===== src/common/svd_pkg.sv =====
// Package for the supply voltage detect block: register map, field layout, resets.
// Assumes an Avalon-MM slave with 32-bit data and byte addresses.
package svd_pkg;
    localparam int unsigned ADDR_W          = 8;
    localparam int unsigned DATA_W          = 32;
    localparam int unsigned REG_W           = 8;
    // Register byte addresses
    localparam logic [7:0]  CTRL_STATUS_ADDR = 8'h0c;
    localparam logic [7:0]  ALARM_ADDR       = 8'h10;
    localparam logic [7:0]  MODE_ADDR        = 8'h14;
    // Field positions in supply_detect_ctrl_status
    localparam int unsigned EN_BIT          = 0;
    localparam int unsigned LOW_BIT         = 1;
    localparam int unsigned HIGH_BIT        = 2;
    // Field positions in the alarm register (request, mask, pending)
    localparam int unsigned REQ_BIT         = 5;
    localparam int unsigned MASK_BIT        = 0;
    localparam int unsigned PEND_BIT        = 1;
    // Field position in the mode register
    localparam int unsigned STOP_BIT        = 0;
    localparam logic        EN_RESET        = 1'b0;
    localparam logic        FLAG_RESET      = 1'b0;
    localparam logic        MASK_RESET      = 1'b0;
    localparam logic [31:0] UNMAPPED_DATA   = 32'h0000_0000;
endpackage


===== src/core/svd_sync.sv =====
// Two-stage synchroniser for the comparator levels.
// Assumes inputs come from analog logic asynchronous to i_clock.
`timescale 1ns/1ps
module svd_sync
#(
    parameter int unsigned WIDTH = 2
)
(
    input  wire logic             i_clock,
    input  wire logic             i_reset,
    input  wire logic [WIDTH-1:0] i_async,
    output logic      [WIDTH-1:0] o_sync
);
    logic [WIDTH-1:0] meta_q;
    logic [WIDTH-1:0] sync_q;

    genvar g;
    generate
        for (g = 0; g < WIDTH; g++)
        begin : g_bit
            always_ff @(posedge i_clock)
            begin
                if (i_reset)
                begin
                    meta_q[g] <= 1'b0;
                    sync_q[g] <= 1'b0;
                end
                else
                begin
                    meta_q[g] <= i_async[g];
                    sync_q[g] <= meta_q[g];
                end
            end
        end
    endgenerate

    assign o_sync = sync_q;
endmodule


===== src/core/svd_core.sv =====
// Supply voltage detect block: enable bit, live high/low supply flags, latched alarm.
// Assumes an Avalon-MM master on i_clock and analog comparators on the inputs.
// Functional notes
// Detection runs only while enable bit 0 is set; it resets cleared.
// When enabled, flags follow comparators continuously without software command.
// Read-only high flag at bit 2, set while supply above upper threshold.
// Read-only low flag at bit 1, set while supply below lower threshold.
// Enabled low flag sets alarm request bit five.
// Alarm request stays latched until software clears it or reset.
// Alarm is an interrupt only when its mask bit is enabled.
// Masked-off alarm still latches and reads as status.
// No detection in stop mode; flags and alarm freeze. Here software can still clear the alarm and, by disable, the flags.
// Software should enable interrupts before setting detection enable.
// Software should not rewrite port 0/1 mode while checking low supply.
// Bits 7..3 reserved: writes ignored, read zero.
//
// Chosen here: the Avalon-MM register port.
`timescale 1ns/1ps
module svd_core
(
    input  wire logic        i_clock,
    input  wire logic        i_reset,
    input  wire logic [7:0]  i_address,
    input  wire logic        i_read,
    input  wire logic        i_write,
    input  wire logic [31:0] i_writedata,
    input  wire logic [3:0]  i_byteenable,
    output logic      [31:0] o_readdata,
    output logic             o_waitrequest,
    input  wire logic        i_above_upper,
    input  wire logic        i_below_lower,
    output logic             o_supply_alarm_irq
);
    logic [1:0]  cmp_sync;
    logic        supply_detect_enable_q;
    logic        high_supply_flag_q;
    logic        low_supply_flag_q;
    logic        supply_alarm_request_q;
    logic        alarm_mask_q;
    logic        stop_mode_q;
    logic        ack_q;
    logic [31:0] readdata_q;
    logic        wr_go;
    logic        rd_go;
    logic        detect_live;
    logic        alarm_clear;

    svd_sync #(.WIDTH(2)) u_svd_sync
    (
        .i_clock (i_clock),
        .i_reset (i_reset),
        .i_async ({i_above_upper, i_below_lower}),
        .o_sync  (cmp_sync)
    );

    // One wait cycle per access: write taken on the edge where ack_q is high, read on the edge before it
    always_ff @(posedge i_clock)
    begin
        if (i_reset)
            ack_q <= 1'b0;
        else if ((i_read || i_write) && !ack_q)
            ack_q <= 1'b1;
        else
            ack_q <= 1'b0;
    end

    assign o_waitrequest = (i_read || i_write) && !ack_q;
    assign wr_go         = i_write && ack_q && i_byteenable[0];
    assign rd_go         = i_read && !ack_q;
    assign detect_live   = supply_detect_enable_q && !stop_mode_q;
    assign alarm_clear   = wr_go && (i_address == svd_pkg::ALARM_ADDR)
                           && !i_writedata[svd_pkg::REQ_BIT];

    always_ff @(posedge i_clock)
    begin
        if (i_reset)
            supply_detect_enable_q <= svd_pkg::EN_RESET;
        else if (wr_go && i_address == svd_pkg::CTRL_STATUS_ADDR)
            supply_detect_enable_q <= i_writedata[svd_pkg::EN_BIT];
    end

    always_ff @(posedge i_clock)
    begin
        if (i_reset)
        begin
            alarm_mask_q <= svd_pkg::MASK_RESET;
            stop_mode_q  <= 1'b0;
        end
        else if (wr_go && i_address == svd_pkg::ALARM_ADDR)
            alarm_mask_q <= i_writedata[svd_pkg::MASK_BIT];
        else if (wr_go && i_address == svd_pkg::MODE_ADDR)
            stop_mode_q <= i_writedata[svd_pkg::STOP_BIT];
    end

    // Flags track the comparators each cycle; frozen in stop, cleared when disabled
    always_ff @(posedge i_clock)
    begin
        if (i_reset)
        begin
            high_supply_flag_q <= svd_pkg::FLAG_RESET;
            low_supply_flag_q  <= svd_pkg::FLAG_RESET;
        end
        else if (!supply_detect_enable_q)
        begin
            high_supply_flag_q <= svd_pkg::FLAG_RESET;
            low_supply_flag_q  <= svd_pkg::FLAG_RESET;
        end
        else if (!stop_mode_q)
        begin
            high_supply_flag_q <= cmp_sync[1];
            low_supply_flag_q  <= cmp_sync[0];
        end
    end

    // Latched alarm; a new event wins over a clear in the same cycle
    always_ff @(posedge i_clock)
    begin
        if (i_reset)
            supply_alarm_request_q <= 1'b0;
        else if (detect_live && low_supply_flag_q)
            supply_alarm_request_q <= 1'b1;
        else if (alarm_clear)
            supply_alarm_request_q <= 1'b0;
    end

    always_ff @(posedge i_clock)
    begin
        if (i_reset)
            o_supply_alarm_irq <= 1'b0;
        else
            o_supply_alarm_irq <= supply_alarm_request_q && alarm_mask_q;
    end

    always_ff @(posedge i_clock)
    begin
        if (i_reset)
            readdata_q <= svd_pkg::UNMAPPED_DATA;
        else if (rd_go)
        begin
            readdata_q <= svd_pkg::UNMAPPED_DATA;
            case (i_address)
                svd_pkg::CTRL_STATUS_ADDR:
                begin
                    readdata_q[svd_pkg::EN_BIT]   <= supply_detect_enable_q;
                    readdata_q[svd_pkg::LOW_BIT]  <= low_supply_flag_q;
                    readdata_q[svd_pkg::HIGH_BIT] <= high_supply_flag_q;
                end
                svd_pkg::ALARM_ADDR:
                begin
                    readdata_q[svd_pkg::MASK_BIT] <= alarm_mask_q;
                    readdata_q[svd_pkg::PEND_BIT] <= o_supply_alarm_irq;
                    readdata_q[svd_pkg::REQ_BIT]  <= supply_alarm_request_q;
                end
                svd_pkg::MODE_ADDR:
                    readdata_q[svd_pkg::STOP_BIT] <= stop_mode_q;
                default:
                    readdata_q <= svd_pkg::UNMAPPED_DATA;
            endcase
        end
    end

    assign o_readdata = readdata_q;

    // Each label line except wait_one_a carries the tag of the rule checked beneath it
    enable_reset_a: assert property
        (@(posedge i_clock) $fell(i_reset) |-> !supply_detect_enable_q)
        else $error("Enable not cleared after reset");
    flags_off_a: assert property
        (@(posedge i_clock) disable iff (i_reset)
        !$past(supply_detect_enable_q) |-> !high_supply_flag_q && !low_supply_flag_q)
        else $error("Flags set while detection disabled");
    track_low_a: assert property
        (@(posedge i_clock) disable iff (i_reset)
        $past(detect_live) |-> low_supply_flag_q == $past(cmp_sync[0]))
        else $error("Low flag not tracking comparator");
    track_high_a: assert property
        (@(posedge i_clock) disable iff (i_reset)
        $past(detect_live) |-> high_supply_flag_q == $past(cmp_sync[1]))
        else $error("High flag not tracking comparator");
    high_flag_a: assert property
        (@(posedge i_clock) disable iff (i_reset)
        high_supply_flag_q |-> $past(cmp_sync[1]) || $past(stop_mode_q))
        else $error("High flag set without comparator");
    low_flag_a: assert property
        (@(posedge i_clock) disable iff (i_reset)
        low_supply_flag_q |-> $past(cmp_sync[0]) || $past(stop_mode_q))
        else $error("Low flag set without comparator");
    alarm_set_a: assert property
        (@(posedge i_clock) disable iff (i_reset)
        detect_live && low_supply_flag_q |=> supply_alarm_request_q)
        else $error("Alarm not set by low flag");
    alarm_hold_a: assert property
        (@(posedge i_clock) disable iff (i_reset)
        supply_alarm_request_q && !alarm_clear |=> supply_alarm_request_q)
        else $error("Alarm dropped without clear");
    irq_mask_a: assert property
        (@(posedge i_clock) disable iff (i_reset)
        o_supply_alarm_irq == $past(supply_alarm_request_q && alarm_mask_q))
        else $error("Interrupt not gated by mask");
    masked_quiet_a: assert property
        (@(posedge i_clock) disable iff (i_reset)
        !alarm_mask_q |=> !o_supply_alarm_irq)
        else $error("Interrupt raised while masked");
    stop_freeze_a: assert property
        (@(posedge i_clock) disable iff (i_reset)
        $past(stop_mode_q) && $past(supply_detect_enable_q)
        |-> $stable(low_supply_flag_q) && $stable(high_supply_flag_q))
        else $error("Flag changed in stop mode");
    stop_alarm_a: assert property
        (@(posedge i_clock) disable iff (i_reset)
        stop_mode_q && !supply_alarm_request_q |=> !supply_alarm_request_q)
        else $error("Alarm set in stop mode");
    reserved_zero_a: assert property
        (@(posedge i_clock) disable iff (i_reset)
        $past(rd_go && i_address == svd_pkg::CTRL_STATUS_ADDR)
        |-> o_readdata[svd_pkg::DATA_W-1:svd_pkg::HIGH_BIT+1] == '0)
        else $error("Reserved bits not read as zero");
    wait_one_a: assert property
        (@(posedge i_clock) disable iff (i_reset)
        o_waitrequest |=> !o_waitrequest)
        else $error("Waitrequest held too long");

    alarm_seen_c: cover property (@(posedge i_clock) $rose(supply_alarm_request_q));
    irq_seen_c: cover property (@(posedge i_clock) $rose(o_supply_alarm_irq));
    clear_seen_c: cover property (@(posedge i_clock) $fell(supply_alarm_request_q));
    high_seen_c: cover property (@(posedge i_clock) $rose(high_supply_flag_q));
    stop_low_c: cover property (@(posedge i_clock) stop_mode_q && low_supply_flag_q);
endmodule


===== config.mk =====
export PLATFORM = sky130hd
export DESIGN_NAME = svd_core
export DESIGN_NICKNAME = d
export VERILOG_FILES = /design/src/common/svd_pkg.sv /design/src/core/svd_sync.sv /design/src/core/svd_core.sv
export SDC_FILE = /design/constraint.sdc
export NUM_CORES = 1
export LEC_CHECK = 0
export BUFFER_PORTS_ARGS = -buffer_cell sky130_fd_sc_hd__buf_2
export CAP_MARGIN = 5
export CORE_MARGIN = 2
export CORE_UTILIZATION = 36
export DETAILED_ROUTE_END_ITERATION = 12
export PLACE_DENSITY = 0.77
export SLEW_MARGIN = 20
export SYNTH_ARGS = -nofsm -noshare
export SYNTH_HDL_FRONTEND = slang
export SYNTH_SLANG_ARGS = --single-unit

===== constraint.sdc =====
create_clock -name i_clock -period 1.6 [get_ports i_clock]
set_input_delay 0.16 -clock i_clock [delete_from_list [all_inputs] [get_ports i_clock]]
set_output_delay 0.16 -clock i_clock [all_outputs]
set_load 0.01 [all_outputs]

Word level (Yosys, flattened, before mapping). Index checks and enable logic that the tools add are counted.

Register bits: 16. Word-level logic and storage cells: 43. Bits of input ports: 50. Output and inout bits: 34.

Bitwise operators: 2. Muxes and demuxes: 7. Reduce and logical (&&, ||, !) cells: 18. Eq/ne operators: 3.

Operators by type and width (count): $eq A8 B5 Y1 const B (2); $logic_and A1 B1 Y1 (11); $eq A8 B4 Y1 const B (1); $mux W1 (5); $logic_not A1 Y1 (3); $pmux W1 S3 (1); $not A1 Y1 (2); $pmux W1 S2 (1); $reduce_and A2 Y1 (1); $reduce_bool A2 Y1 (1); $reduce_or A2 Y1 (1); $logic_or A1 B1 Y1 (1).

Depth between registers and ports, before layout. Gate-level depths: netlist of the first run.

Depth after elaboration: 6. Mapped depth: 4. Depth with buffers taken out: 3.

Cells and area by module. A second synthesis of the first run with hierarchy kept.

Cells, all modules: 101. Area total of the unflattened synthesis: 930.9 um^2.

By module, submodules not included: svd_core (area an instance 825.8 um^2, cells each 93, times used 1, sequential area each 240.2 um^2); svd_sync (area an instance 105.1 um^2, cells each 8, times used 1, sequential area each 80.1 um^2).

Worst setup path before layout of the first run. OpenSTA, ideal clock, no wires.

Path kind: input to register. Start point: in i_address[5]. End point: reg supply_alarm_request_q. Cell stages on the path: 3. Setup time: 0.115 ns. Data required time: 1.485 ns. Setup slack: 0.120 ns. Buffers on the path: 0. Arrival time: 1.366 ns. Cells stage by stage: or4b_4 > or4_4 > o21a_1.

Longest elaborated chain between the ends: 4.

RTL lines: from (decl) (RTL line svd_core.sv:23) `input wire logic [7:0] i_address,`; $eq A8 B5 Y1 (RTL line svd_core.sv:71) `assign alarm_clear = wr_go && (i_address == svd_pkg::ALARM_ADDR)`; $logic_and A1 B1 Y1 (RTL line svd_core.sv:71); $logic_and A1 B1 Y1 (RTL line svd_core.sv:72) `&& !i_writedata[svd_pkg::REQ_BIT];`; $reduce_bool A2 Y1 (no source line); to (signal assigned) (RTL line svd_core.sv:119) `supply_alarm_request_q <= 1'b0;`; to (signal assigned) (RTL line svd_core.sv:121) `supply_alarm_request_q <= 1'b1;`; to (signal assigned) (RTL line svd_core.sv:123) `supply_alarm_request_q <= 1'b0;`; to (decl) (RTL line svd_core.sv:38) `logic supply_alarm_request_q;`.

No other way between the ends. A chain may end at the register's enable or synchronous reset.

Worst setup path in the final report of the first run.
Start point: in i_address[5]. End point: reg stop_mode_q.

Longest elaborated chain between the ends: 4. Elaborated cells on any way between the ends: 6. Classes of those cells: eq/ne: 2; bitwise: 1; reduce/logical: 3.

RTL lines: $eq A8 B5 Y1 (RTL line svd_core.sv:89) `else if (wr_go && i_address == svd_pkg::ALARM_ADDR)`; $logic_and A1 B1 Y1 (RTL line svd_core.sv:89); $not A1 Y1 (no source line); $reduce_and A2 Y1 (no source line) (*); to (signal assigned) (RTL line svd_core.sv:92) `stop_mode_q <= i_writedata[svd_pkg::STOP_BIT];`; to (decl) (RTL line svd_core.sv:40) `logic stop_mode_q;`.

Every way passes the cells marked *; elsewhere a longest branch is shown, timed or not.

==> results of run 1 <==
## metal layers
metal,global-route usage (%),up-vias,share of wire [%],routed length [um]
li1,-,340,-,-
met1,12.3,301,41,639
met2,19.3,41,46,728
met3,2.73,5,9.8,155
met4,11.3,0,3.2,51
met5,0,-,0,0
## registers in the layout (all words and copies together), names as in the netlist
signal,count
ack_q,1
alarm_mask_q,1
high_supply_flag_q,1
low_supply_flag_q,1
o_readdata,4
o_supply_alarm_irq,1
stop_mode_q,1
supply_alarm_request_q,1
supply_detect_enable_q,1
u_svd_sync.meta_q,2
u_svd_sync.o_sync,2
## kinds of logic after synthesis
family,after synthesis
AO/OA/AOI/OAI,8
buffers and inverters,32
flip-flops,16
multiplexers,6
other,1
AND/OR/NAND/NOR,39
## final timing paths
path / slack, ps / end / cells after the start / from
worst min-delay path: 80 / u_svd_sync.meta_q[0] / 2 / i_below_lower
worst max-delay path: 220 / stop_mode_q / 5 / i_address[5]
worst min register to register: 440 / u_svd_sync.o_sync[1] / 1 / u_svd_sync.meta_q[1]
worst max register to register: 250 / supply_alarm_request_q / 3 / ack_q
## synth_stat cells, drive strengths merged
| library cell | instances | area share [%] |
|---|---|---|
| buf | 28 | 23 |
| dfxtp | 16 | 35 |
| nand2b | 7 | 4.8 |
| nor2 | 7 | 2.9 |
| mux2i | 6 | 6.6 |
| nor2b | 5 | 3.4 |
| a21oi | 4 | 2.2 |
| nand2 | 4 | 1.6 |
| and4b | 2 | 2.2 |
| clkbuf | 2 | 0.82 |
| inv | 2 | 0.82 |
| nand4 | 2 | 1.4 |
| nor3 | 2 | 1.1 |
| nor4 | 2 | 1.4 |
| nor4bb | 2 | 2.2 |
| a41o | 1 | 1.1 |
| conb | 1 | 0.41 |
| nand3b | 1 | 0.82 |
| nand4b | 1 | 0.96 |
| nand4bb | 1 | 1.2 |
| nor3b | 1 | 0.82 |
| o2111ai | 1 | 0.96 |
| o21a | 1 | 0.82 |
| o21ai | 1 | 0.55 |
| or4 | 1 | 1.2 |
| or4b | 1 | 1.5 |
## power by group
part	total [mW]	internal (mW)	switching [mW]
logic	0.0941	0.0313	0.0628
registers	0.408	0.404	0.00317
clock network	0.197	0.0873	0.110
## critical path: stages
cell and delay [ps]:
buf_2 100, or4b_4 530, buf_4 150, nor4_1 390
mux2i_1 250
## layout make-up
class	count	area share, %
Multi-Input combinational cell	81	48.1
Sequential cell	16	32.9
Tap cell	30	3.86
Clock buffer	3	2.31
Inverter	2	0.771
Timing Repair Buffer	23	12.1
## per-stage QoR
stage          TNS (ps)  power [mW]
6_report              0       0.698
5_1_grt               0       0.747
4_1_cts               0       0.711
3_5_place_dp      -87.8       0.510
3_3_place_gp      -10.9       0.508
2_1_floorplan         0       0.528
==> summary.md, run 1 <==
| Metric | Value |
|---|---|
| Status | `completed` |
| Final setup fails | `0` |
| Sequential-to-total area share from yosys stat | `35.1%` |
| H-tree Lvls | `1` |
| Placeable Area | `2430 um2` |
| Number of clock sinks | `16` |
| Via Count | `687` |
| Register Area | `320 um2` |
| Count of different cell masters after synthesis | `26` |
| Highest achievable clock rate | `0.724 GHz` |
| Synth-to-layout area growth | `6.72%` |
| Path class of the lowest-slack min-delay path | `input pin to flip-flop` |
| Global-route wire length before repair | `2390 um` |
| Remaining DRCs | `0` |
| Pin count of the biggest net entering global routing | `16` |
| Fin nets | `177` |
| Count of hold-fix buffers inserted at cts | `0` |
| Fraction of the mapped netlist area in adder cells | `0%` |
| Post-CTS resize count | `0` |
| I/O pin cnt | `84` |
| Final worst hold slack | `83.4 ps` |
| Clk pin slew, worst setup/hold paths | `80 ps` |
| Minimum clock period after layout | `1380 ps` |
| Number of warnings printed during yosys synthesis | `0` |
| Final Non-Filler Cells | `155` |
| Mean routed wirelength per cell | `10.2 um` |
| RD Place Congestion | `0.754` |
| Final period utilization | `86.3%` |
| Share of post-route cells with drive strength above 1 | `22.4%` |
| Number of buffers between clock root and the deepest sink | `2` |
| Skew-Pair Late Insertion Delay | `280 ps` |
| Util after Layout | `40.0%` |
| Max VDD drop | `0.000352 V` |
| Total power density per cell area | `718 nW/um2` |
| Routed wire length | `1580 um` |
| I/O Buffers | `22` |
| Critical path launch point type | `input pin` |
| Leading cell types in the layout, fill and taps excluded | `28 x conb_1, 22 x buf_2, 16 x dfxtp_1` |
| Post-placement worst setup slack | `-55.2 ps` |
| Post-synthesis xor/xnor area fraction | `0%` |
| Design area | `973 um2` |
| GRT Total Usage | `11.8%` |
| Via-to-Cell Ratio | `4.43` |
| Dominant combinational cell family by area after synthesis | `simple AND/OR/NAND/NOR gates` |
| Area post-placement | `951 um2` |
| Critical Path Fanout Max | `2` |
| Setup repair after global routing missed its margin | `no` |
| Vias in the first global route | `609` |
| Final worst setup slack | `219 ps` |
| Average cell area after synthesis | `8.94 um2` |
| Root buffer cell | `clkbuf_4` |
| Die Footprint | `2950 um2` |
| Number of rows in the core area | `18` |
| Horiz. Die Dim | `54.3 um` |
| TritonCTS clock tree | `yes` |
| Effective utilization at floorplan | `37.5%` |
| Clock Skews | `2.22 ps` |
| Detailed-placement wirelength estimate | `1320 um` |
| Mux contribution to synthesized area | `6.58%` |
| Endpoint arrival time on the critical path | `1590 ps` |
| Mapped Area | `912 um2` |
| Maximum capacitance violations | `0` |
| Register bit count reported by yosys | `16` |
| Count of placed standard cells including taps | `152` |
| Antenna violations before repair | `0` |
| Post-Syn Instances | `102` |
| Critical Path RT | `1810 ps` |
| Remaining number of nets flagged by the antenna check after routing | `0` |
| Critical path capture point type | `flip-flop` |
| Detailed Route Iter0 Violations | `8` |
| Multi-input combinational cell area | `468 um2` |
| Leftover overflow at the end of global routing | `0` |
| CTS Buf Count | `3` |
| Leakage component of the power | `0.446 nW` |
| # fillers | `255` |
| Worst Path Class, Setup | `input pin to flip-flop` |
| Most frequent standard cell in the layout excluding fill and tap cells | `conb_1` |
| Pins Over Slew Limit | `0` |
| Post-CTS setup-driven buffer insertion count | `0` |
| Final hold violation count | `0` |
| Height of the chip | `54.3 um` |
| DR pass1 iterations | `4` |
| Synthesized-area fraction occupied by ao, oa, aoi and oai cells | `5.62%` |
| Ant. Diodes | `0` |
| Area fraction in and, or, nand and nor cells after synthesis | `27.6%` |
Power figures use the tool's default switching activity.
==> run 2, diff against run 1 <==
--- a/config.mk
+++ b/config.mk
@@ -5,12 +5,13 @@
 export SDC_FILE = /design/constraint.sdc
 export NUM_CORES = 1
 export LEC_CHECK = 0
+export ABC_AREA = 1
 export BUFFER_PORTS_ARGS = -buffer_cell sky130_fd_sc_hd__buf_2
 export CAP_MARGIN = 5
 export CORE_MARGIN = 2
-export CORE_UTILIZATION = 36
+export CORE_UTILIZATION = 38
 export DETAILED_ROUTE_END_ITERATION = 12
-export PLACE_DENSITY = 0.77
+export PLACE_DENSITY = 0.78
 export SLEW_MARGIN = 20
 export SYNTH_ARGS = -nofsm -noshare
 export SYNTH_HDL_FRONTEND = slang
==> summary.md, run 2 <==
| Metric | Value |
|---|---|
| Register bit count reported by yosys | `16` |
| RD Place Congestion | `0.870` |
| Number of rows in the core area | `18` |
| Routed wire length | `1590 um` |
| Via Count | `803` |
| Remaining DRCs | `0` |
| Area post-placement | `1040 um2` |
| H-tree Lvls | `1` |
| Critical register-to-register path endpoint | `o_readdata[0]` |
| Number of clock sinks | `16` |
| Placeable Area | `2500 um2` |
| Remaining number of nets flagged by the antenna check after routing | `0` |
| Detailed Route Iter0 Violations | `23` |
| Post-CTS setup-driven buffer insertion count | `0` |
| TritonCTS clock tree | `yes` |
| Count of placed standard cells including taps | `195` |
| CTS Buf Count | `3` |
| Total power density per cell area | `751 nW/um2` |
| Endpoint arrival time on the critical path | `930 ps` |
| Pins Over Slew Limit | `0` |
| Largest delay share family, worst path | `flip-flops` |
| Die Footprint | `3070 um2` |
| Critical Path RT | `1440 ps` |
| Setup tns final | `0 ps` |
| GRT Total Usage | `10.7%` |
| # fillers | `280` |
| Number of enable flip-flop cells after synthesis | `0` |
| Ant. Diodes | `0` |
| Sequential-to-total area share from yosys stat | `31.8%` |
| Util after Layout | `42.9%` |
| Count of hold-fix buffers inserted at cts | `0` |
| Flip-flop count of the largest register, all copies and words added | `4` |
| Path class of the lowest-slack min-delay path | `input pin to flip-flop` |
| Post-placement worst setup slack | `591 ps` |
| DR pass1 iterations | `4` |
| Synth-to-layout area growth | `6.72%` |
| Critical path launch point type | `flip-flop` |
| Hold-critical path endpoint | `u_svd_sync.meta_q[0]` |
| Final setup fails | `0` |
| Clk pin slew, worst setup/hold paths | `90 ps` |
| Leftover overflow at the end of global routing | `0` |
| Post-CTS resize count | `0` |
| Critical Path Fanout Max | `3` |
| Design area | `1070 um2` |
| Pin count of the biggest net entering global routing | `10` |
| I/O pin cnt | `84` |
| Max VDD drop | `0.000485 V` |
| Slowest cell on the critical path | `dfxtp_1` |
| Asr flop ratio synth | `0%` |
| Final worst setup slack | `509 ps` |
| Average cell area after synthesis | `6.94 um2` |
| Via-to-Cell Ratio | `4.04` |
| Most frequent standard cell in the layout excluding fill and tap cells | `conb_1` |
| Final Non-Filler Cells | `199` |
| Horiz. Die Dim | `55.5 um` |
| Synth top area share | `31.8%` |
| Fin nets | `220` |
| Worst hold path stage count | `3` |
| Mapped Area | `1010 um2` |
| Status | `completed` |
| Number of buffers between clock root and the deepest sink | `2` |
| Leading cell type by number of instances after synthesis | `buf_4` |
| Top flip-flop cell by instance count after synthesis | `dfxtp_1` |
| Maximum capacitance violations | `0` |
| Post-Syn Instances | `145` |
| Count of different cell masters after synthesis | `17` |
| Skew-Pair Late Insertion Delay | `270 ps` |
| Critical register-to-register path startpoint | `ack_q` |
| Share of post-route cells with drive strength above 1 | `26.0%` |
| Final hold violation count | `0` |
| Leading cell types in the layout, fill and taps excluded | `28 x conb_1, 22 x buf_2, 20 x nand2_1` |
| Highest achievable clock rate | `0.917 GHz` |
| Final period utilization | `68.2%` |
| Detailed-placement wirelength estimate | `1360 um` |
| Minimum clock period after layout | `1090 ps` |
| I/O Buffers | `22` |
| Buffers & Inverters on Critical Path | `1` |
| Leakage component of the power | `0.546 nW` |
| Effective utilization at floorplan | `40.2%` |
| Cell types with the largest area share after synthesis | `dfxtp_1 32%, buf_4 22%, nand2_1 7.5%, nor2_1 7.1%, nand3_1 7.0%` |
| Mean routed wirelength per cell | `7.97 um` |
| Setup repair after global routing missed its margin | `no` |
| Number of warnings printed during yosys synthesis | `0` |
| Global-route wire length before repair | `2760 um` |
| Launch point of the worst hold path | `i_below_lower` |
| Slowest cell delay on critical path | `340 ps` |
| Height of the chip | `55.5 um` |
| Critical path capture point type | `primary output` |
| Cells traversed along the worst timing path | `a21oi_1 -> buf_2` |
| Root buffer cell | `clkbuf_4` |
| Ranking of synthesized cells by instance count | `29 x buf_4, 20 x nand2_1, 19 x nor2_1, 16 x dfxtp_1, 15 x inv_1` |
| Biggest area consumer among synthesized cells | `dfxtp_1` |
| Number of cells on the worst reg-to-reg path | `4` |
| Worst Path Class, Setup | `flip-flop to primary output` |
| Worst R2R Setup Slack | `610 ps` |
| Antenna violations before repair | `0` |
| Vias in the first global route | `662` |
| Clock Skews | `2.11 ps` |
[run 2: report_power, final]
group	leakage (nW)	total, mW	internal [mW]	switching [mW]
registers	0.131	0.417	0.411	0.00570
logic	0.395	0.135	0.0418	0.0928
clock network	0.0210	0.255	0.138	0.116
[run 2: how the worst max path moves through the flow]
stage	startpoint	endpoint	slack, ps	depth (start not counted)
after CTS	ack_q	o_waitrequest	510	2
after global routing	ack_q	o_waitrequest	460	2
after floorplan	ack_q	stop_mode_q	730	5
after global placement	i_address[1]	supply_alarm_request_q	580	7
after detailed placement	i_address[1]	supply_alarm_request_q	590	7
final	ack_q	o_waitrequest	510	2
[run 2: kinds of logic after synthesis]
logic type | count (synthesis) | share of synthesized area [%]
and+or+nand+nor | 70 | 34.1
other | 1 | 0.373
buffers and inverters | 48 | 28.7
AOI/OAI and AO/OA | 10 | 4.97
DFF | 16 | 31.8
[run 2: tightest hold or removal path, delay by kind of cell]
family	cells	cell delay, ps
buffers and inverters	2	100
and+or+nand+nor	1	60
[run 2: area by class of cell]
cell class	instances	area, um2	area share [%]
tap	30	37.5	3.50
timing repair buffer	22	110	10.3
multi-input combinational	108	498	46.4
clock buffer	4	36.3	3.38
inverter	19	71.3	6.64
sequential	16	320	29.8
[run 2: metal layers]
metal	wire [um]	global-route usage, %	share of wire [%]
met1	752	15.2	47
met5	0	0	0
met4	0	2.09	0
met3	90	2.58	5.7
met2	745	16.3	47
[run 2: per-stage QoR]
step | hold slack, ps | power (mW)
detailed placement | 375 | 0.561
global placement | 361 | 0.559
floorplan | 267 | 0.570
CTS | 80.3 | 0.816
finish | 85.9 | 0.806
global route | 71.7 | 0.857
==> run 3, diff against run 2 <==
--- a/config.mk
+++ b/config.mk
@@ -5,13 +5,13 @@
 export SDC_FILE = /design/constraint.sdc
 export NUM_CORES = 1
 export LEC_CHECK = 0
-export ABC_AREA = 1
+export ABC_AREA = 0
 export BUFFER_PORTS_ARGS = -buffer_cell sky130_fd_sc_hd__buf_2
 export CAP_MARGIN = 5
 export CORE_MARGIN = 2
-export CORE_UTILIZATION = 38
+export CORE_UTILIZATION = 33
 export DETAILED_ROUTE_END_ITERATION = 12
-export PLACE_DENSITY = 0.78
+export PLACE_DENSITY = 0.75
 export SLEW_MARGIN = 20
 export SYNTH_ARGS = -nofsm -noshare
 export SYNTH_HDL_FRONTEND = slang
==> constraint.sdc (replaced) <==
create_clock -name i_clock -period 0.9 [get_ports i_clock]
set_input_delay 0.09 -clock i_clock [delete_from_list [all_inputs] [get_ports i_clock]]
set_output_delay 0.09 -clock i_clock [all_outputs]
set_load 0.01 [all_outputs]
==> summary.md, run 3 (synthesis gave the netlist of run 1 again) <==
| Metric | Value |
|---|---|
| Status | `finished, violations left` |
| Violated checks | `negative setup slack` |
| Height of the chip | `56.6 um` |
| TritonCTS clock tree | `yes` |
| Vias in the first global route | `728` |
| RD Place Congestion | `0.866` |
| Ant. Diodes | `0` |
| Minimum clock period after layout | `1240 ps` |
| Detailed Route Iter0 Violations | `20` |
| Effective utilization at floorplan | `34.0%` |
| I/O pin cnt | `84` |
| Mean routed wirelength per cell | `11.9 um` |
| Count of placed standard cells including taps | `165` |
| Number of rows in the core area | `19` |
| Skew-Pair Late Insertion Delay | `280 ps` |
| Max VDD drop | `0.000637 V` |
| H-tree Lvls | `1` |
| Critical path launch point type | `flip-flop` |
| Highest achievable clock rate | `0.805 GHz` |
| Launch point of the worst hold path | `i_above_upper` |
| Number of buffers between clock root and the deepest sink | `2` |
| Total power density per cell area | `1190 nW/um2` |
| Worst Path Class, Setup | `flip-flop to flip-flop` |
| Final hold violation count | `0` |
| Critical path capture point type | `flip-flop` |
| Endpoint arrival time on the critical path | `1430 ps` |
| Critical Path Fanout Max | `2` |
| Leftover overflow at the end of global routing | `0` |
| Path class of the lowest-slack min-delay path | `input pin to flip-flop` |
| Critical register-to-register path startpoint | `ack_q` |
| Area post-placement | `1040 um2` |
| Via Count | `781` |
| Detailed-placement wirelength estimate | `1430 um` |
| Global-route wire length before repair | `3250 um` |
| Flip-flop count of the largest register, all copies and words added | `4` |
| Setup repair after global routing missed its margin | `yes` |
| Pin count of the biggest net entering global routing | `16` |
| I/O Buffers | `22` |
| Final period utilization | `138%` |
| Most frequent standard cell in the layout excluding fill and tap cells | `conb_1` |
| Antenna violations before repair | `0` |
| Via-to-Cell Ratio | `4.54` |
| Clk pin slew, worst setup/hold paths | `100 ps` |
| Final Non-Filler Cells | `172` |
| Remaining number of nets flagged by the antenna check after routing | `0` |
| Fin nets | `192` |
| Remaining DRCs | `0` |
| Number of clock sinks | `16` |
| Design area | `1240 um2` |
| Slowest cell on the critical path | `or4_4` |
| GRT Total Usage | `13.5%` |
| Leading cell types in the layout, fill and taps excluded | `28 x conb_1, 19 x buf_2, 13 x dfxtp_1` |
| Root buffer cell | `clkbuf_4` |
| Cells traversed along the worst timing path | `nand4bb_1 -> or4_4 -> o21a_1` |
| Clock Skews | `2.17 ps` |
| Horiz. Die Dim | `56.6 um` |
| Maximum capacitance violations | `0` |
| Final setup fails | `10` |
| Leakage component of the power | `0.572 nW` |
| Final worst hold slack | `13.6 ps` |
| Final worst setup slack | `-343 ps` |
| Die Footprint | `3200 um2` |
| Synth-to-layout area growth | `35.5%` |
| Placeable Area | `2690 um2` |
| Share of post-route cells with drive strength above 1 | `39.7%` |
| CTS Buf Count | `3` |
| Critical Path RT | `1080 ps` |
| Critical path launch point | `ack_q` |
| Routed wire length | `2040 um` |
| DR pass1 iterations | `4` |
| Pins Over Slew Limit | `0` |
| Slowest cell delay on critical path | `460 ps` |
==> run 3: worst paths after layout <==
path / cells after the start / slack [ps] / to
max reg2reg: 3 / -340 / supply_alarm_request_q
min: 2 / 10 / u_svd_sync.meta_q[1]
min reg2reg: 1 / 440 / u_svd_sync.o_sync[0]
max: 3 / -340 / supply_alarm_request_q
==> run 3: critical path, delay by kind of cell, from the launching register on <==
family / cells / cell delay [ps]
flops: 1 / 340
simple gates: 2 / 610
compound gates: 1 / 200
==> run 3: timing repair <==
| action | 4_1_cts | 5_1_grt |
|---|---|---|
| pin swaps | 4 | 5 |
| buffers inserted | 0 | 2 |
| endpoints found under the hold margin | 1 | 0 |
| setup endpoints to repair | 10 | 12 |
| gates resized for setup | 17 | 9 |
| hold buffers | 1 | 0 |
==> run 3: cell type report <==
type / instances / area [um2]
Clock buffer: 4 / 36.3
Fill cell: 249 / 1450
Inverter: 2 / 7.51
Multi-Input combinational cell: 81 / 563
Sequential cell: 16 / 324
Tap cell: 31 / 38.8
Timing Repair Buffer: 38 / 267
==> run 3: through the flow <==
stage | setup TNS, ps | worst slack, ps | util, % | total power, mW
2_1_floorplan | -1510 | -510 | - | 0.940
3_3_place_gp | -2730 | -636 | 38.8 | 0.935
3_5_place_dp | -2950 | -654 | 38.8 | 0.942
4_1_cts | -1570 | -341 | 44.1 | 1.45
5_1_grt | -2610 | -369 | 46.0 | 1.54
6_report | -2150 | -343 | 46.0 | 1.47
==> run 3: per-layer routing <==
| metal | global-route usage (%) | up-vias | share of wire [%] | wire, um |
|---|---|---|---|---|
| met5 | 0 | - | 0 | 0 |
| met4 | 8.84 | 0 | 1.4 | 29 |
| met3 | 2.76 | 4 | 6.8 | 139 |
| met2 | 23.1 | 43 | 53 | 1080 |
| met1 | 15.0 | 364 | 39 | 796 |
| li1 | - | 370 | - | - |
==> run 3: power breakdown <==
part           internal (mW)  leakage, nW  switching (mW)
combinational          0.114        0.420           0.156
sequential             0.720        0.131         0.00300
clock                  0.246       0.0210           0.228
